--- src/memctl_pkg.sv ---
package memctl_pkg;
	localparam int NUM_BANKS = 8;
	localparam int RADDR_W = 8;
	// Register offsets
	localparam logic [7:0] OFS_STATUS = 8'h00;
	localparam logic [7:0] OFS_PRESCALE = 8'h04;
	localparam logic [7:0] OFS_CONTROL = 8'h08;
	localparam logic [1:0] BANK_REGION = 2'h1;
	localparam logic [1:0] WORD_ALIGN = 2'h0;
	localparam int BANK_IDX_LSB = 3;
	localparam int BANK_SEL_BIT = 2;
	// Status register: bit n of the big-endian numbering sits at data bit STAT_MSB - n
	localparam int STAT_MSB = 15;
	localparam int NUM_FLAGS = 9;
	localparam int WP_FLAG = 8;
	// Prescaler select field
	localparam int PSEL_LSB = 8;
	localparam int PSEL_W = 8;
	// Control register
	localparam int CTRL_BUSMON = 0;
	localparam logic CTRL_BUSMON_RST = 1'b0;
	// Base register fields
	localparam int BA_LSB = 15;
	localparam int BA_W = 17;
	localparam int ATYPE_LSB = 12;
	localparam int ATYPE_W = 3;
	localparam int PORTW_LSB = 10;
	localparam int PAR_EN_BIT = 9;
	localparam int WP_BIT = 8;
	localparam int MSEL_LSB = 6;
	localparam int V_BIT = 0;
	localparam logic [31:0] BASE_WMASK = 32'hFFFF_FFC1;
	// Option register: mask fields share the base field positions
	localparam logic [31:0] BASE0_RST = 32'h0000_0001;
	localparam logic [31:0] OPT0_RST = 32'h0000_0FF4;
	localparam logic [31:0] REG_RST = 32'h0000_0000;
	// Port size codes and widths in bits
	localparam logic [1:0] PORTW_32 = 2'h0;
	localparam logic [1:0] PORTW_8 = 2'h1;
	localparam logic [1:0] PORTW_16 = 2'h2;
	localparam logic [5:0] WIDTH_32 = 6'h20;
	localparam logic [5:0] WIDTH_16 = 6'h10;
	localparam logic [5:0] WIDTH_8 = 6'h08;
	localparam logic [5:0] WIDTH_NONE = 6'h00;
	// Machine select codes and one-hot outputs
	localparam logic [1:0] MSEL_GEN = 2'h0;
	localparam logic [1:0] MSEL_A = 2'h2;
	localparam logic [1:0] MSEL_B = 2'h3;
	localparam logic [2:0] MACH_GEN = 3'h1;
	localparam logic [2:0] MACH_A = 3'h2;
	localparam logic [2:0] MACH_B = 3'h4;
	localparam logic [2:0] MACH_NONE = 3'h0;
	localparam int DIV_W = 7;
	localparam logic [6:0] DIV_NONE = 7'h00;
endpackage : memctl_pkg

--- src/prescale_if.sv ---
`timescale 1ns/10ps
`default_nettype none
interface prescale_if;
	logic [7:0] sel;
	logic tick;
	modport ctrl(output sel, input tick);
	modport div(input sel, output tick);
endinterface : prescale_if
`default_nettype wire

--- src/memctl_regs.sv ---
`timescale 1ns/10ps
`default_nettype none
module memctl_regs
	import memctl_pkg::*;
(
	input wire logic CLK,
	input wire logic RST_N,
	input wire logic [RADDR_W-1:0] REG_ADDR,
	input wire logic [31:0] REG_WDATA,
	input wire logic REG_WR,
	input wire logic REG_RD,
	output logic [31:0] REG_RDATA,
	input wire logic ACC_REQ,
	input wire logic [31:0] ACC_ADDR,
	input wire logic [ATYPE_W-1:0] ACC_TYPE,
	input wire logic ACC_WRITE,
	input wire logic PAR_ERROR,
	input wire logic BAUD_GEN_CLOCK,
	output logic [NUM_BANKS-1:0] BANK_CHIP_SELECT,
	output logic TRANSFER_ACKNOWLEDGE,
	output logic TRANSFER_ERROR,
	output logic [5:0] ACC_PORT_WIDTH,
	output logic [2:0] ACC_MACHINE,
	output logic ACC_PARITY_ENABLE,
	output logic PTIMER_TICK
);
	logic [31:0] bank_base [NUM_BANKS];
	logic [31:0] bank_option [NUM_BANKS];
	logic [NUM_FLAGS-1:0] err_flags;
	logic [PSEL_W-1:0] prescale_select;
	logic bus_mon_en;
	logic [NUM_BANKS-1:0] hit_vec;
	logic [NUM_BANKS-1:0] valid_vec;
	logic [NUM_BANKS-1:0] sel_onehot;
	logic [2:0] sel_idx;
	logic any_hit;
	logic blocked;
	logic grant;
	logic [2:0] par_bank;
	logic par_armed;
	logic [NUM_FLAGS-1:0] set_mask;
	logic [NUM_FLAGS-1:0] clr_mask;
	logic status_wr;
	logic [31:0] next_rdata;
	logic [31:0] sel_base;
	logic ptimer_tick;

	prescale_if pif();

	// Bank register decode, shared by read and write paths
	function automatic logic is_bank_addr(input logic [RADDR_W-1:0] a);
		return a[7:6] == BANK_REGION && a[1:0] == WORD_ALIGN;
	endfunction : is_bank_addr

	// Address and type compare under masks
	function automatic logic bank_hit(input logic [31:0] br, input logic [31:0] om,
		input logic [31:0] addr, input logic [ATYPE_W-1:0] atype);
		logic [BA_W-1:0] adiff;
		logic [ATYPE_W-1:0] tdiff;
		adiff = (addr[BA_LSB +: BA_W] ^ br[BA_LSB +: BA_W]) & om[BA_LSB +: BA_W];
		tdiff = (atype ^ br[ATYPE_LSB +: ATYPE_W]) & om[ATYPE_LSB +: ATYPE_W];
		return br[V_BIT] && adiff == '0 && tdiff == '0;
	endfunction : bank_hit

	function automatic logic [5:0] width_of(input logic [1:0] ps);
		logic [5:0] w;
		w = WIDTH_NONE;
		case (ps)
			PORTW_32: w = WIDTH_32;
			PORTW_8: w = WIDTH_8;
			PORTW_16: w = WIDTH_16;
			default: w = WIDTH_NONE;
		endcase
		return w;
	endfunction : width_of

	function automatic logic [2:0] machine_of(input logic [1:0] ms);
		logic [2:0] m;
		m = MACH_NONE;
		case (ms)
			MSEL_GEN: m = MACH_GEN;
			MSEL_A: m = MACH_A;
			MSEL_B: m = MACH_B;
			default: m = MACH_NONE;
		endcase
		return m;
	endfunction : machine_of

	always_comb begin
		for (int i = 0; i < NUM_BANKS; i++) begin
			hit_vec[i] = bank_hit(bank_base[i], bank_option[i], ACC_ADDR, ACC_TYPE);
			valid_vec[i] = bank_base[i][V_BIT];
		end
	end

	// Lowest numbered hitting bank wins
	always_comb begin
		sel_idx = 3'h0;
		sel_onehot = '0;
		for (int i = NUM_BANKS - 1; i >= 0; i--) begin
			if (hit_vec[i]) begin
				sel_idx = 3'(i);
				sel_onehot = NUM_BANKS'(1) << i;
			end
		end
	end

	assign any_hit = |hit_vec;
	assign sel_base = bank_base[sel_idx];
	// Writes into protected bank are blocked
	assign blocked = ACC_REQ && any_hit && ACC_WRITE && sel_base[WP_BIT];
	assign grant = ACC_REQ && any_hit && !blocked;
	assign status_wr = REG_WR && REG_ADDR == OFS_STATUS;

	always_ff @(posedge CLK or negedge RST_N) begin
		if (!RST_N) begin
			for (int i = 0; i < NUM_BANKS; i++) begin
				bank_base[i] <= (i == 0) ? BASE0_RST : REG_RST;
				bank_option[i] <= (i == 0) ? OPT0_RST : REG_RST;
			end
		end else if (REG_WR && is_bank_addr(REG_ADDR)) begin
			if (REG_ADDR[BANK_SEL_BIT]) begin
				bank_option[REG_ADDR[BANK_IDX_LSB +: 3]] <= REG_WDATA;
			end else begin
				bank_base[REG_ADDR[BANK_IDX_LSB +: 3]] <= REG_WDATA & BASE_WMASK;
			end
		end
	end

	always_ff @(posedge CLK or negedge RST_N) begin
		if (!RST_N) begin
			prescale_select <= '0;
			bus_mon_en <= CTRL_BUSMON_RST;
		end else if (REG_WR && REG_ADDR == OFS_PRESCALE) begin
			prescale_select <= REG_WDATA[PSEL_LSB +: PSEL_W];
		end else if (REG_WR && REG_ADDR == OFS_CONTROL) begin
			bus_mon_en <= REG_WDATA[CTRL_BUSMON];
		end
	end

	// Remember bank of last read and whether it is checked
	always_ff @(posedge CLK or negedge RST_N) begin
		if (!RST_N) begin
			par_bank <= 3'h0;
			par_armed <= 1'b0;
		end else if (grant && !ACC_WRITE) begin
			par_bank <= sel_idx;
			par_armed <= sel_base[PAR_EN_BIT];
		end
	end

	// Event and clear masks, flag index n is status bit n
	always_comb begin
		set_mask = '0;
		clr_mask = '0;
		if (PAR_ERROR && par_armed) begin
			set_mask[par_bank] = 1'b1;
		end
		if (blocked) begin
			set_mask[WP_FLAG] = 1'b1;
		end
		for (int i = 0; i < NUM_FLAGS; i++) begin
			clr_mask[i] = status_wr && REG_WDATA[STAT_MSB - i];
		end
	end

	always_ff @(posedge CLK or negedge RST_N) begin
		if (!RST_N) begin
			err_flags <= '0;
		end else begin
			err_flags <= (err_flags & ~clr_mask) | set_mask;
		end
	end

	// Read mux
	always_comb begin
		next_rdata = '0;
		if (REG_ADDR == OFS_STATUS) begin
			for (int i = 0; i < NUM_FLAGS; i++) begin
				next_rdata[STAT_MSB - i] = err_flags[i];
			end
		end else if (REG_ADDR == OFS_PRESCALE) begin
			next_rdata[PSEL_LSB +: PSEL_W] = prescale_select;
		end else if (REG_ADDR == OFS_CONTROL) begin
			next_rdata[CTRL_BUSMON] = bus_mon_en;
		end else if (is_bank_addr(REG_ADDR)) begin
			if (REG_ADDR[BANK_SEL_BIT]) begin
				next_rdata = bank_option[REG_ADDR[BANK_IDX_LSB +: 3]];
			end else begin
				next_rdata = bank_base[REG_ADDR[BANK_IDX_LSB +: 3]];
			end
		end
	end

	always_ff @(posedge CLK or negedge RST_N) begin
		if (!RST_N) begin
			REG_RDATA <= '0;
		end else if (REG_RD) begin
			REG_RDATA <= next_rdata;
		end else begin
			REG_RDATA <= '0;
		end
	end

	// Chip select and acknowledge only on valid unblocked hit
	always_ff @(posedge CLK or negedge RST_N) begin
		if (!RST_N) begin
			BANK_CHIP_SELECT <= '0;
			TRANSFER_ACKNOWLEDGE <= 1'b0;
		end else begin
			BANK_CHIP_SELECT <= grant ? sel_onehot : '0;
			TRANSFER_ACKNOWLEDGE <= grant;
		end
	end

	// Bus monitor ends blocked or unmapped access
	always_ff @(posedge CLK or negedge RST_N) begin
		if (!RST_N) begin
			TRANSFER_ERROR <= 1'b0;
		end else begin
			TRANSFER_ERROR <= bus_mon_en && ACC_REQ && (blocked || !any_hit);
		end
	end

	always_ff @(posedge CLK or negedge RST_N) begin
		if (!RST_N) begin
			ACC_PORT_WIDTH <= WIDTH_NONE;
			ACC_MACHINE <= MACH_NONE;
			ACC_PARITY_ENABLE <= 1'b0;
		end else if (grant) begin
			ACC_PORT_WIDTH <= width_of(sel_base[PORTW_LSB +: 2]);
			ACC_MACHINE <= machine_of(sel_base[MSEL_LSB +: 2]);
			ACC_PARITY_ENABLE <= sel_base[PAR_EN_BIT];
		end else begin
			ACC_PORT_WIDTH <= WIDTH_NONE;
			ACC_MACHINE <= MACH_NONE;
			ACC_PARITY_ENABLE <= 1'b0;
		end
	end

	assign pif.sel = prescale_select;
	assign ptimer_tick = pif.tick;

	ptimer_prescaler u_prescaler (
		.clk(CLK),
		.rst_n(RST_N),
		.baud_pin(BAUD_GEN_CLOCK),
		.pif(pif)
	);

	always_ff @(posedge CLK or negedge RST_N) begin
		if (!RST_N) begin
			PTIMER_TICK <= 1'b0;
		end else begin
			PTIMER_TICK <= ptimer_tick;
		end
	end

	// Checks
	logic boot_seen;
	always_ff @(posedge CLK or negedge RST_N) begin
		if (!RST_N) begin
			boot_seen <= 1'b0;
		end else begin
			boot_seen <= 1'b1;
		end
	end
endmodule : memctl_regs
`default_nettype wire

--- src/ptimer_prescaler.sv ---
`timescale 1ns/10ps
`default_nettype none
module ptimer_prescaler
	import memctl_pkg::*;
(
	input wire logic clk,
	input wire logic rst_n,
	input wire logic baud_pin,
	prescale_if.div pif
);
	logic [2:0] sync;
	logic level;
	logic [DIV_W-1:0] count;
	logic [DIV_W-1:0] divisor;

	// One-hot select to divide ratio, highest set bit decides
	function automatic logic [DIV_W-1:0] divide_of(input logic [PSEL_W-1:0] s);
		logic [DIV_W-1:0] d;
		d = DIV_NONE;
		if (s[7] || s[6]) begin
			d = DIV_NONE;
		end else if (s[5]) begin
			d = 7'h02;
		end else if (s[4]) begin
			d = 7'h04;
		end else if (s[3]) begin
			d = 7'h08;
		end else if (s[2]) begin
			d = 7'h10;
		end else if (s[1]) begin
			d = 7'h20;
		end else if (s[0]) begin
			d = 7'h40;
		end
		return d;
	endfunction : divide_of

	assign divisor = divide_of(pif.sel);

	always_ff @(posedge clk or negedge rst_n) begin
		if (!rst_n) begin
			sync <= 3'h0;
		end else begin
			sync <= {sync[1:0], baud_pin};
		end
	end

	// Level accepted once the later two stages agree
	always_ff @(posedge clk or negedge rst_n) begin
		if (!rst_n) begin
			level <= 1'b0;
		end else if (sync[1] == sync[2]) begin
			level <= sync[2];
		end
	end

	always_ff @(posedge clk or negedge rst_n) begin
		if (!rst_n) begin
			count <= DIV_NONE;
			pif.tick <= 1'b0;
		end else begin
			pif.tick <= 1'b0;
			if (divisor == DIV_NONE) begin
				count <= DIV_NONE;
			end else if (sync[1] == sync[2] && sync[2] && !level) begin
				if (count + 7'h01 >= divisor) begin
					count <= DIV_NONE;
					pif.tick <= 1'b1;
				end else begin
					count <= count + 7'h01;
				end
			end
		end
	end
endmodule : ptimer_prescaler
`default_nettype wire
--- config.mk ---
export PLATFORM = sky130hd
export DESIGN_NAME = memctl_regs
export DESIGN_NICKNAME = d
export VERILOG_FILES = /design/src/memctl_pkg.sv /design/src/prescale_if.sv /design/src/memctl_regs.sv /design/src/ptimer_prescaler.sv
export SDC_FILE = /design/constraint.sdc
export NUM_CORES = 1
export LEC_CHECK = 0
export BUFFER_PORTS_ARGS = -buffer_cell sky130_fd_sc_hd__buf_4
export CAP_MARGIN = 40
export CORE_AREA = 4 4 281 283
export CTS_CLUSTER_DIAMETER = 40
export CTS_CLUSTER_SIZE = 25
export DETAILED_ROUTE_END_ITERATION = 10
export DIE_AREA = 0 0 285 287
export PLACE_DENSITY = 0.54
export SKIP_LAST_GASP = 1
export SYNTH_ARGS = -nofsm -noshare
export SYNTH_HDL_FRONTEND = slang
export SYNTH_SLANG_ARGS = --single-unit
--- constraint.sdc ---
create_clock -name CLK -period 7.4 [get_ports CLK]
set_input_delay 1.85 -clock CLK [delete_from_list [all_inputs] [get_ports CLK]]
set_output_delay 1.85 -clock CLK [all_outputs]
set_load 0.02 [all_outputs]
==> results of run 1 <==
-- cells by family (layout without fill, tap and decap cells) --
family                     Yosys count  count (layout)  share of synthesized area [%]
adders and majority gates            8               8                          0.357
muxes                              623             623                           25.4
other                                1               3                         0.0134
DFF                                556             556                           49.7
buffers and inverters              175             377                           2.83
AOI/OAI and AO/OA                  392             392                           10.1
and+or+nand+nor                    368             368                           6.50
xor gates and xnor gates           165             165                           5.16
-- power breakdown --
group / switching [mW] / internal, mW
sequential: 0.147 / 3.20
combinational: 0.560 / 0.324
clock: 1.70 / 3.12
total: 2.41 / 6.65
-- per-stage QoR --
step                util [%]  total power, mW  worst slack, ns
floorplan                  -             3.85             3.05
global placement        39.2             4.24             1.69
detailed placement      39.4             4.27             1.75
global route            44.0             9.33             2.29
CTS                     44.0             9.11             2.44
finish                  44.0             9.06             2.28
-- metal layers --
metal	up-vias	global-route usage [%]	wire length [um]
li1	8759	-	-
met1	10933	35.8	46600
met2	873	40.3	48700
met3	227	5.49	8260
met4	4	11.5	5060
met5	-	0	23
-- placed cells by master (no fill, tap or decap), types with 14 or more instances in the layout --
cell type                   count
sky130_fd_sc_hd__bufinv_16     14
sky130_fd_sc_hd__a21oi_1       63
sky130_fd_sc_hd__buf_4        169
sky130_fd_sc_hd__o21ai_0       54
sky130_fd_sc_hd__a22oi_1      142
sky130_fd_sc_hd__nand2_1      132
sky130_fd_sc_hd__clkbuf_16    102
sky130_fd_sc_hd__nand3_1       22
sky130_fd_sc_hd__a221oi_1      29
sky130_fd_sc_hd__a222oi_1      17
sky130_fd_sc_hd__a22o_1        14
sky130_fd_sc_hd__nor3_1        17
sky130_fd_sc_hd__nand4_1       40
sky130_fd_sc_hd__inv_6         14
sky130_fd_sc_hd__mux2i_1       72
sky130_fd_sc_hd__clkinv_2      15
sky130_fd_sc_hd__nor2_1        67
sky130_fd_sc_hd__xor2_1       163
sky130_fd_sc_hd__mux4_2        16
sky130_fd_sc_hd__mux2_2       534
sky130_fd_sc_hd__dfrtp_1      546
-- critical path: stages --
cell and delay [ns]:
sky130_fd_sc_hd__buf_4 0.17, sky130_fd_sc_hd__xor2_1 0.22, sky130_fd_sc_hd__a222oi_1 0.76, sky130_fd_sc_hd__nand3_1 0.18, sky130_fd_sc_hd__nor3_2 0.50, sky130_fd_sc_hd__nor2_1 0.19, sky130_fd_sc_hd__a21boi_4 0.46, sky130_fd_sc_hd__mux2i_1 0.39
sky130_fd_sc_hd__nand4_4 0.42, sky130_fd_sc_hd__nor4_4 0.46
-- cells in the mapped netlist (all sizes together) (4+ instances only) --
cell type / n / share of area, %
dfstp: 10 / 0.94
nor2b: 11 / 0.25
ha: 8 / 0.36
nor3b: 7 / 0.21
o22ai: 5 / 0.11
mux2: 535 / 22
a22oi: 142 / 3.8
nand3b: 5 / 0.13
nand2b: 4 / 0.089
o31ai: 6 / 0.16
dfrtp: 546 / 49
inv: 8 / 0.11
a221oi: 29 / 0.91
a32o: 8 / 0.29
a221o: 6 / 0.21
xor2: 163 / 5.1
o211ai: 6 / 0.16
mux4: 16 / 1.3
and2: 13 / 0.29
nand4: 41 / 0.97
a21oi: 63 / 1.1
o21ai: 54 / 0.96
clkbuf: 93 / 1.2
nor4: 11 / 0.42
and3: 8 / 0.18
o221ai: 5 / 0.16
buf: 73 / 1.5
a22o: 14 / 0.44
nand2: 142 / 1.9
a211oi: 6 / 0.16
nor2: 71 / 0.96
a31oi: 5 / 0.11
or2: 5 / 0.11
nand3: 24 / 0.43
nor3: 24 / 0.50
mux2i: 72 / 2.6
a222oi: 17 / 0.61
-- final timing paths --
check	startpoint	to	slack, ns	depth (start not counted)
max	ACC_ADDR[28]	BANK_CHIP_SELECT[0]	2.28	10
min	u_prescaler.pif.tick	PTIMER_TICK	0.35	0
max reg2reg	bank_base[188]	BANK_CHIP_SELECT[0]	3.28	9
min reg2reg	u_prescaler.pif.tick	PTIMER_TICK	0.35	0
max in group asynchronous	RST_N	bank_option[31]	4.73	2
min in group asynchronous	RST_N	bank_base[147]	1.25	1
-- registers in the layout, indices dropped and copies added, names as in the netlist, 3 cells and up --
name               cells
u_prescaler.sync       3
ACC_MACHINE            3
par_bank               3
bank_base            216
bank_option          256
err_flags              9
REG_RDATA             32
BANK_CHIP_SELECT       8
u_prescaler.count      7
ACC_PORT_WIDTH         3
pif.sel                8
-- final cells by class --
| class | count | area, sq um |
|---|---|---|
| sequential | 556 | 13900 |
| multi-input combinational | 1559 | 13400 |
| timing repair buffer | 184 | 1550 |
| clock buffer | 116 | 2700 |
| clock inverter | 68 | 848 |
| tap | 1040 | 1300 |
| inverter | 9 | 33.8 |
| fill | 7064 | 42900 |
==> impl_summary.md, run 1 <==
Synthesis
The synthesized cell area is 0.0280 sq mm. Of all flip-flops after synthesis, the portion carrying an async set or reset was 100%. Sequential elements use 49.7% of the synthesized area. Synthesis handed over a netlist of 2288 instances. The post-synthesis cell type count is 76. During synthesis, Yosys emitted a total of 0 warnings.

The synthesized design contains approximately 560 register bits. The number of flops mapped to enable cells by yosys is 0. The main flop type after synthesis is sky130_fd_sc_hd__dfrtp_1. A synthesized cell averages 12.2 sq um.

STA
Adding up every negative setup slack in the final design gives 0 ns. Setup repair after global routing left no endpoint under its margin. The count of pins over their slew limit is 0. The count of endpoints failing hold in the final timing report is 0. The measured slew at the worst slew-check pin is between 0.9 and 1 ns. For the final database, setup skew stands at 0.0266 ns. In the finished design, the share of the clock period the worst path needs comes to 69.2%.

Subtracting the final worst setup slack from the clock period gives 5.12 ns. Setup violations remaining at the end of the flow were counted as 0. The maximum frequency from static timing analysis is 0.195 GHz. The final worst hold slack is 0.352 ns.

In this run the tightest slew margin relative to its limit is between 30% and 40%.

Cells and area
Compared with the post-synthesis result, the final layout area differs by 20.4%. The total inserted antenna cells is 0. Summing all non-filler instances in the final layout gives an area of approximately 0.034 sq mm. In the final layout, the share of cells above drive strength 1 is between 30% and 40%. The final layout contains roughly 2.5k nets. Leaving out filler cells and counting taps, the final layout contains between 3k and 4k.

Clock tree
The CTS buffer count is 99. The clock tree synthesis step divided the H-tree into 3 levels. Counting every sink on the clock net gives 556.

Post-CTS repair changed the size of 0 cells. In this run the post-CTS setup repair buffer count came out at 0. The CTS root buffer is sky130_fd_sc_hd__clkbuf_16.

The number of hold buffers added after cts is 0. The clock transition at the register clock pins on the worst setup and hold paths after CTS is ~0.05 ns. The CTS tree is done. No sink is reached through more buffers than the 3 on the longest clock path. The clock insertion delay at the later pin of the skew report is ~0.65 ns.

Route
The first routing iteration left approximately 2.1k violations. The via-per-instance ratio is between 5 and 6. The antenna violation net count after detailed routing is 0. The total wirelength of the detailed-routed design is between 100000 and 150000 um. In the routed design, unresolved DRC markers number 0.

The average detailed-routed wire length per instance is between 30 and 40 um. For this block, the via count after detailed routing is approximately 21k. The first detailed-routing pass ran for 6 iterations.

GRT
The pin count of the biggest net entering global routing is ~150. Summed over all layers, the global routing overflow is 0. The first global-routing pass estimated between 150000 and 200000 um of wire. The number of global-route vias before repair was 21.1k. The overall fraction of global-route tracks in use is a little over a quarter. The number of antenna violations at the first check in global routing was 4.

Placed design
In this run, placement finished with an instance count of ~3.3k. The post-DP HPWL is 74300 um. Port buffering added 117 buffers. The global placer's final weighted congestion is roughly 1. Once placement finished, the instance area stood at slightly above 0.03 sq mm.

Worst setup path
For the worst setup path, the data required time is between 7 and 8 ns. At the worst endpoint, the arrival time is approximately 5.6 ns. The worst setup path is of the in -> reg kind. Of all nets on the critical path, the largest fanout is 16.

The worst setup path is captured at a register. The worst setup path is launched from an input port.

Floorplan
The number of standard-cell rows in the floorplan is between 100 and 150. In this run the vertical extent of the chip is roughly 290 um. The die area is between 0.08 and 0.09 sq mm. The area inside the core boundary is ~0.077 sq mm. In this run the count of I/O pins placed on the die edge is roughly 140. Once the floorplan was initialized, standard cells occupied 36.5% of the core. In this run the horizontal extent of the chip is between 200 and 300 um.

Power and ir drop
The maximum vdd ir drop is roughly 0.18 mV. In this run the static leakage power is 16.0 nW. The power density of the placed cells is approximately 270 mW/mm^2.

Job
The total of max-cap violations is 0.

Outcome
The run finished with clean final reports.

Worst hold path
The classification of the worst-slack hold path is reg -> reg.
No activity file was read; power rests on OpenSTA's default activity.
==> run 2: changes to the inputs <==
PLACE_DENSITY = 0.56   (was 0.54)
clock period = 4.7 ns   (was 7.4 ns; I/O delays follow)
==> impl_summary.md, run 2 (synthesized netlist as in run 1, its figures left out) <==
Route
The average detailed-routed wire length per instance came to 30.2 um (was 30.8 um). The number of DRC markers after the initial detailed-route iteration came to 2246 (was 2139). The final routed DRC violation total is 0 (unchanged). The total wirelength of the detailed-routed design is 108000 um (was 109000 um). The first-pass iteration count of the detailed router is 7 (was 6).

The via-per-instance ratio is 5.84 (was 5.89). The number of vias after detailed routing was 20.9k (was 20.8k). The antenna violation net count after detailed routing is 0 (unchanged).

Placed design
The number of buffers inserted by port buffering is 117 (unchanged). The post-placement setup slack is 0.221 ns (was 1.75 ns). The post-DP HPWL was 74800 um (was 74300 um). The global placer's final weighted congestion came to 0.976 (was 1.02). The instance area at placement came to 0.0306 sq mm (was 0.0302 sq mm).

Clock tree
The clock transition at the register clock pins on the worst setup and hold paths after CTS is 0.05 ns (about the same). The CTS tree is done (unchanged). The clock insertion delay at the later pin of the skew report was 0.64 ns (was 0.65 ns). The buffer count from post-CTS setup fixing was 0 (unchanged). The maximum number of buffers from clock root to sink is 3 (unchanged).

The number of sinks handled by clock tree synthesis is 556 (unchanged). The count of H-tree levels built during CTS came to 3 (unchanged). The number of hold buffers added after cts is 0 (unchanged). The CTS root buffer is sky130_fd_sc_hd__clkbuf_16 (unchanged). The number of gates given a new drive strength after cts is 0 (unchanged). The CTS buffer count is 96 (was 99).

Cells and area
The count of filler cells inserted in the layout is 7021 (was 7064). The flip-flop count of the largest register, all copies and words added is 256 (unchanged). The most common cell after layout, fill and taps aside is sky130_fd_sc_hd__dfrtp_1 (unchanged). Most used cells in the layout excluding fill and tap cells: sky130_fd_sc_hd__dfrtp_1 (546), sky130_fd_sc_hd__mux2_2 (534), sky130_fd_sc_hd__buf_4 (208) (was sky130_fd_sc_hd__dfrtp_1 (546), sky130_fd_sc_hd__mux2_2 (534), sky130_fd_sc_hd__buf_4 (169)).

Biggest registers after layout: bank_option: 256 flops, bank_base: 216 flops, REG_RDATA: 32 flops (unchanged). The number of nets in the layout is 2541 (was 2500). The top register by number of flip-flops is bank_option (unchanged). The layout cell share with drive strength beyond 1 is 39.4% (was 38.7%).

The total non-filler cell area in the finished layout is 0.0340 sq mm (was 0.0338 sq mm). The synthesis-to-finish area growth is 21.4% (was 20.4%). The share of the core filled with cells came to 44.4% (was 44.0%).

STA
The setup clock skew after layout is 0.0222 ns (was 0.0266 ns). The final worst-path setup slack came to 0.798 ns (was 2.28 ns). The final critical-path required period is 3.90 ns. The measured slew at the worst slew-check pin was 0.911 ns (was 0.908 ns). Timing would allow up to 0.256 GHz. Unrepaired setup endpoints after global routing: no (unchanged). The count of pins over their slew limit is 0 (unchanged). The final setup violation count was 0 (unchanged). The sum of negative setup slack was 0 ns (unchanged).

The relative max-transition margin came to 39.3% (was 39.4%). Dividing the final minimum period by the clock period gives just over 80%. The final worst hold slack is 0.352 ns (about the same). The count of endpoints failing hold in the final timing report is 0 (unchanged).

Worst setup path
The capturing element type of the critical path is a register (unchanged). The critical path required time is 5.24 ns (was 7.89 ns). The slowest library cell on the worst path is sky130_fd_sc_hd__or3_4 (was sky130_fd_sc_hd__a222oi_1). The class of the most critical setup path is in -> reg (unchanged). The category of cells accounting for the largest share of critical-path delay was simple AND/OR/NAND/NOR gates (unchanged). The cell with the most instances on the worst path is sky130_fd_sc_hd__mux2i_1.

Worst-path cell chain: buf_4 > xor2_1 > a22oi_1 > nand4_1 > or3_4 > o31ai_1 > buf_2 > o211a_1 > buf_12 > mux2i_1 > mux2i_1 > mux2_2 > nor3b_1 (was buf_4 > xor2_1 > a222oi_1 > nand3_1 > nor3_2 > nor2_1 > a21boi_4 > mux2i_1 > nand4_4 > nor4_4). The critical path buffer and inverter count is 3 (was 1). The maximum net fanout on the critical path is 17 (was 16). The largest stage delay on the critical path is 0.52 ns (was 0.76 ns). The critical path arrival came to 4.44 ns (was 5.61 ns). The startpoint kind of the worst setup timing path was an input port (unchanged).

Power and ir drop
The power density of the placed cells was 415 mW/mm^2 (was 268 mW/mm^2). The maximum vdd ir drop is 0.236 mV (was 0.180 mV). The total leakage power is 16.2 nW (was 16.0 nW).

Floorplan
The height of the die came to 287 um (unchanged). The number of standard-cell rows in the floorplan is 102 (unchanged). The starting density of the core is 36.5% (unchanged). The die outline width is 285 um (unchanged). The die area came to 0.0818 sq mm (unchanged). The area inside the core boundary is 0.0767 sq mm (unchanged). The top-level port count came to 136 (unchanged).

GRT
The number of global-route vias before repair is 21.3k (was 21.1k). The pin count of the biggest net entering global routing is 99 (was 152). The wire length of the first global-routing pass is 155000 um (was 156000 um).

The number of antenna violations at the first check in global routing is 5 (was 4). The overall fraction of global-route tracks in use is 26.0% (was 26.2%). The aggregate global routing overflow is 0 (unchanged).

Worst hold path
The classification of the worst-slack hold path is reg -> reg (unchanged).

Job
The total of max-cap violations came to 0 (unchanged).

Outcome
Outcome: complete, no violations (unchanged).
==> run 2: path summary, 6_finish.rpt <==
path | endpoint | slack [ns] | cells past startpoint | startpoint
max reg2reg | ACC_PORT_WIDTH[4] | 1.12 | 12 | bank_base[50]
max | ACC_PORT_WIDTH[4] | 0.80 | 13 | ACC_ADDR[18]
min in group asynchronous | REG_RDATA[18] | 0.62 | 1 | RST_N
min | PTIMER_TICK | 0.35 | 0 | u_prescaler.pif.tick
max in group asynchronous | ACC_PORT_WIDTH[5] | 2.81 | 2 | RST_N
min reg2reg | PTIMER_TICK | 0.35 | 0 | u_prescaler.pif.tick
==> run 2: where the power goes <==
part           switching [mW]  internal [mW]
logic                   0.890          0.547
registers               0.233           5.04
clock network            2.58           4.83
total                    3.70           10.4
==> run 2: cell type report <==
type,instances,area (sq um),area share [%]
inverter,9,33.8,0.0993
clock inverter,55,724,2.13
tap,1040,1300,3.82
antenna,5,12.5,0.0368
sequential,556,13900,40.9
multi-input combinational,1559,13400,39.3
timing repair buffer,228,1930,5.68
clock buffer,123,2720,7.99
==> run 2: layer usage <==
| layer | track usage [%] | vias to the layer above | share of wire [%] |
|---|---|---|---|
| li1 | - | 8829 | - |
| met1 | 35.3 | 10962 | 42 |
| met2 | 41.2 | 899 | 46 |
| met3 | 5.73 | 190 | 8.2 |
| met4 | 9.25 | 2 | 3.4 |
| met5 | 0 | - | 0.012 |
==> run 2: through the flow <==
step / std cells / total power, mW
finish: 3575 / 14.1
floorplan: 2290 / 6.06
detailed placement: 3392 / 6.76
CTS: 3570 / 14.2
global route: 3572 / 14.5
global placement: 3389 / 6.73
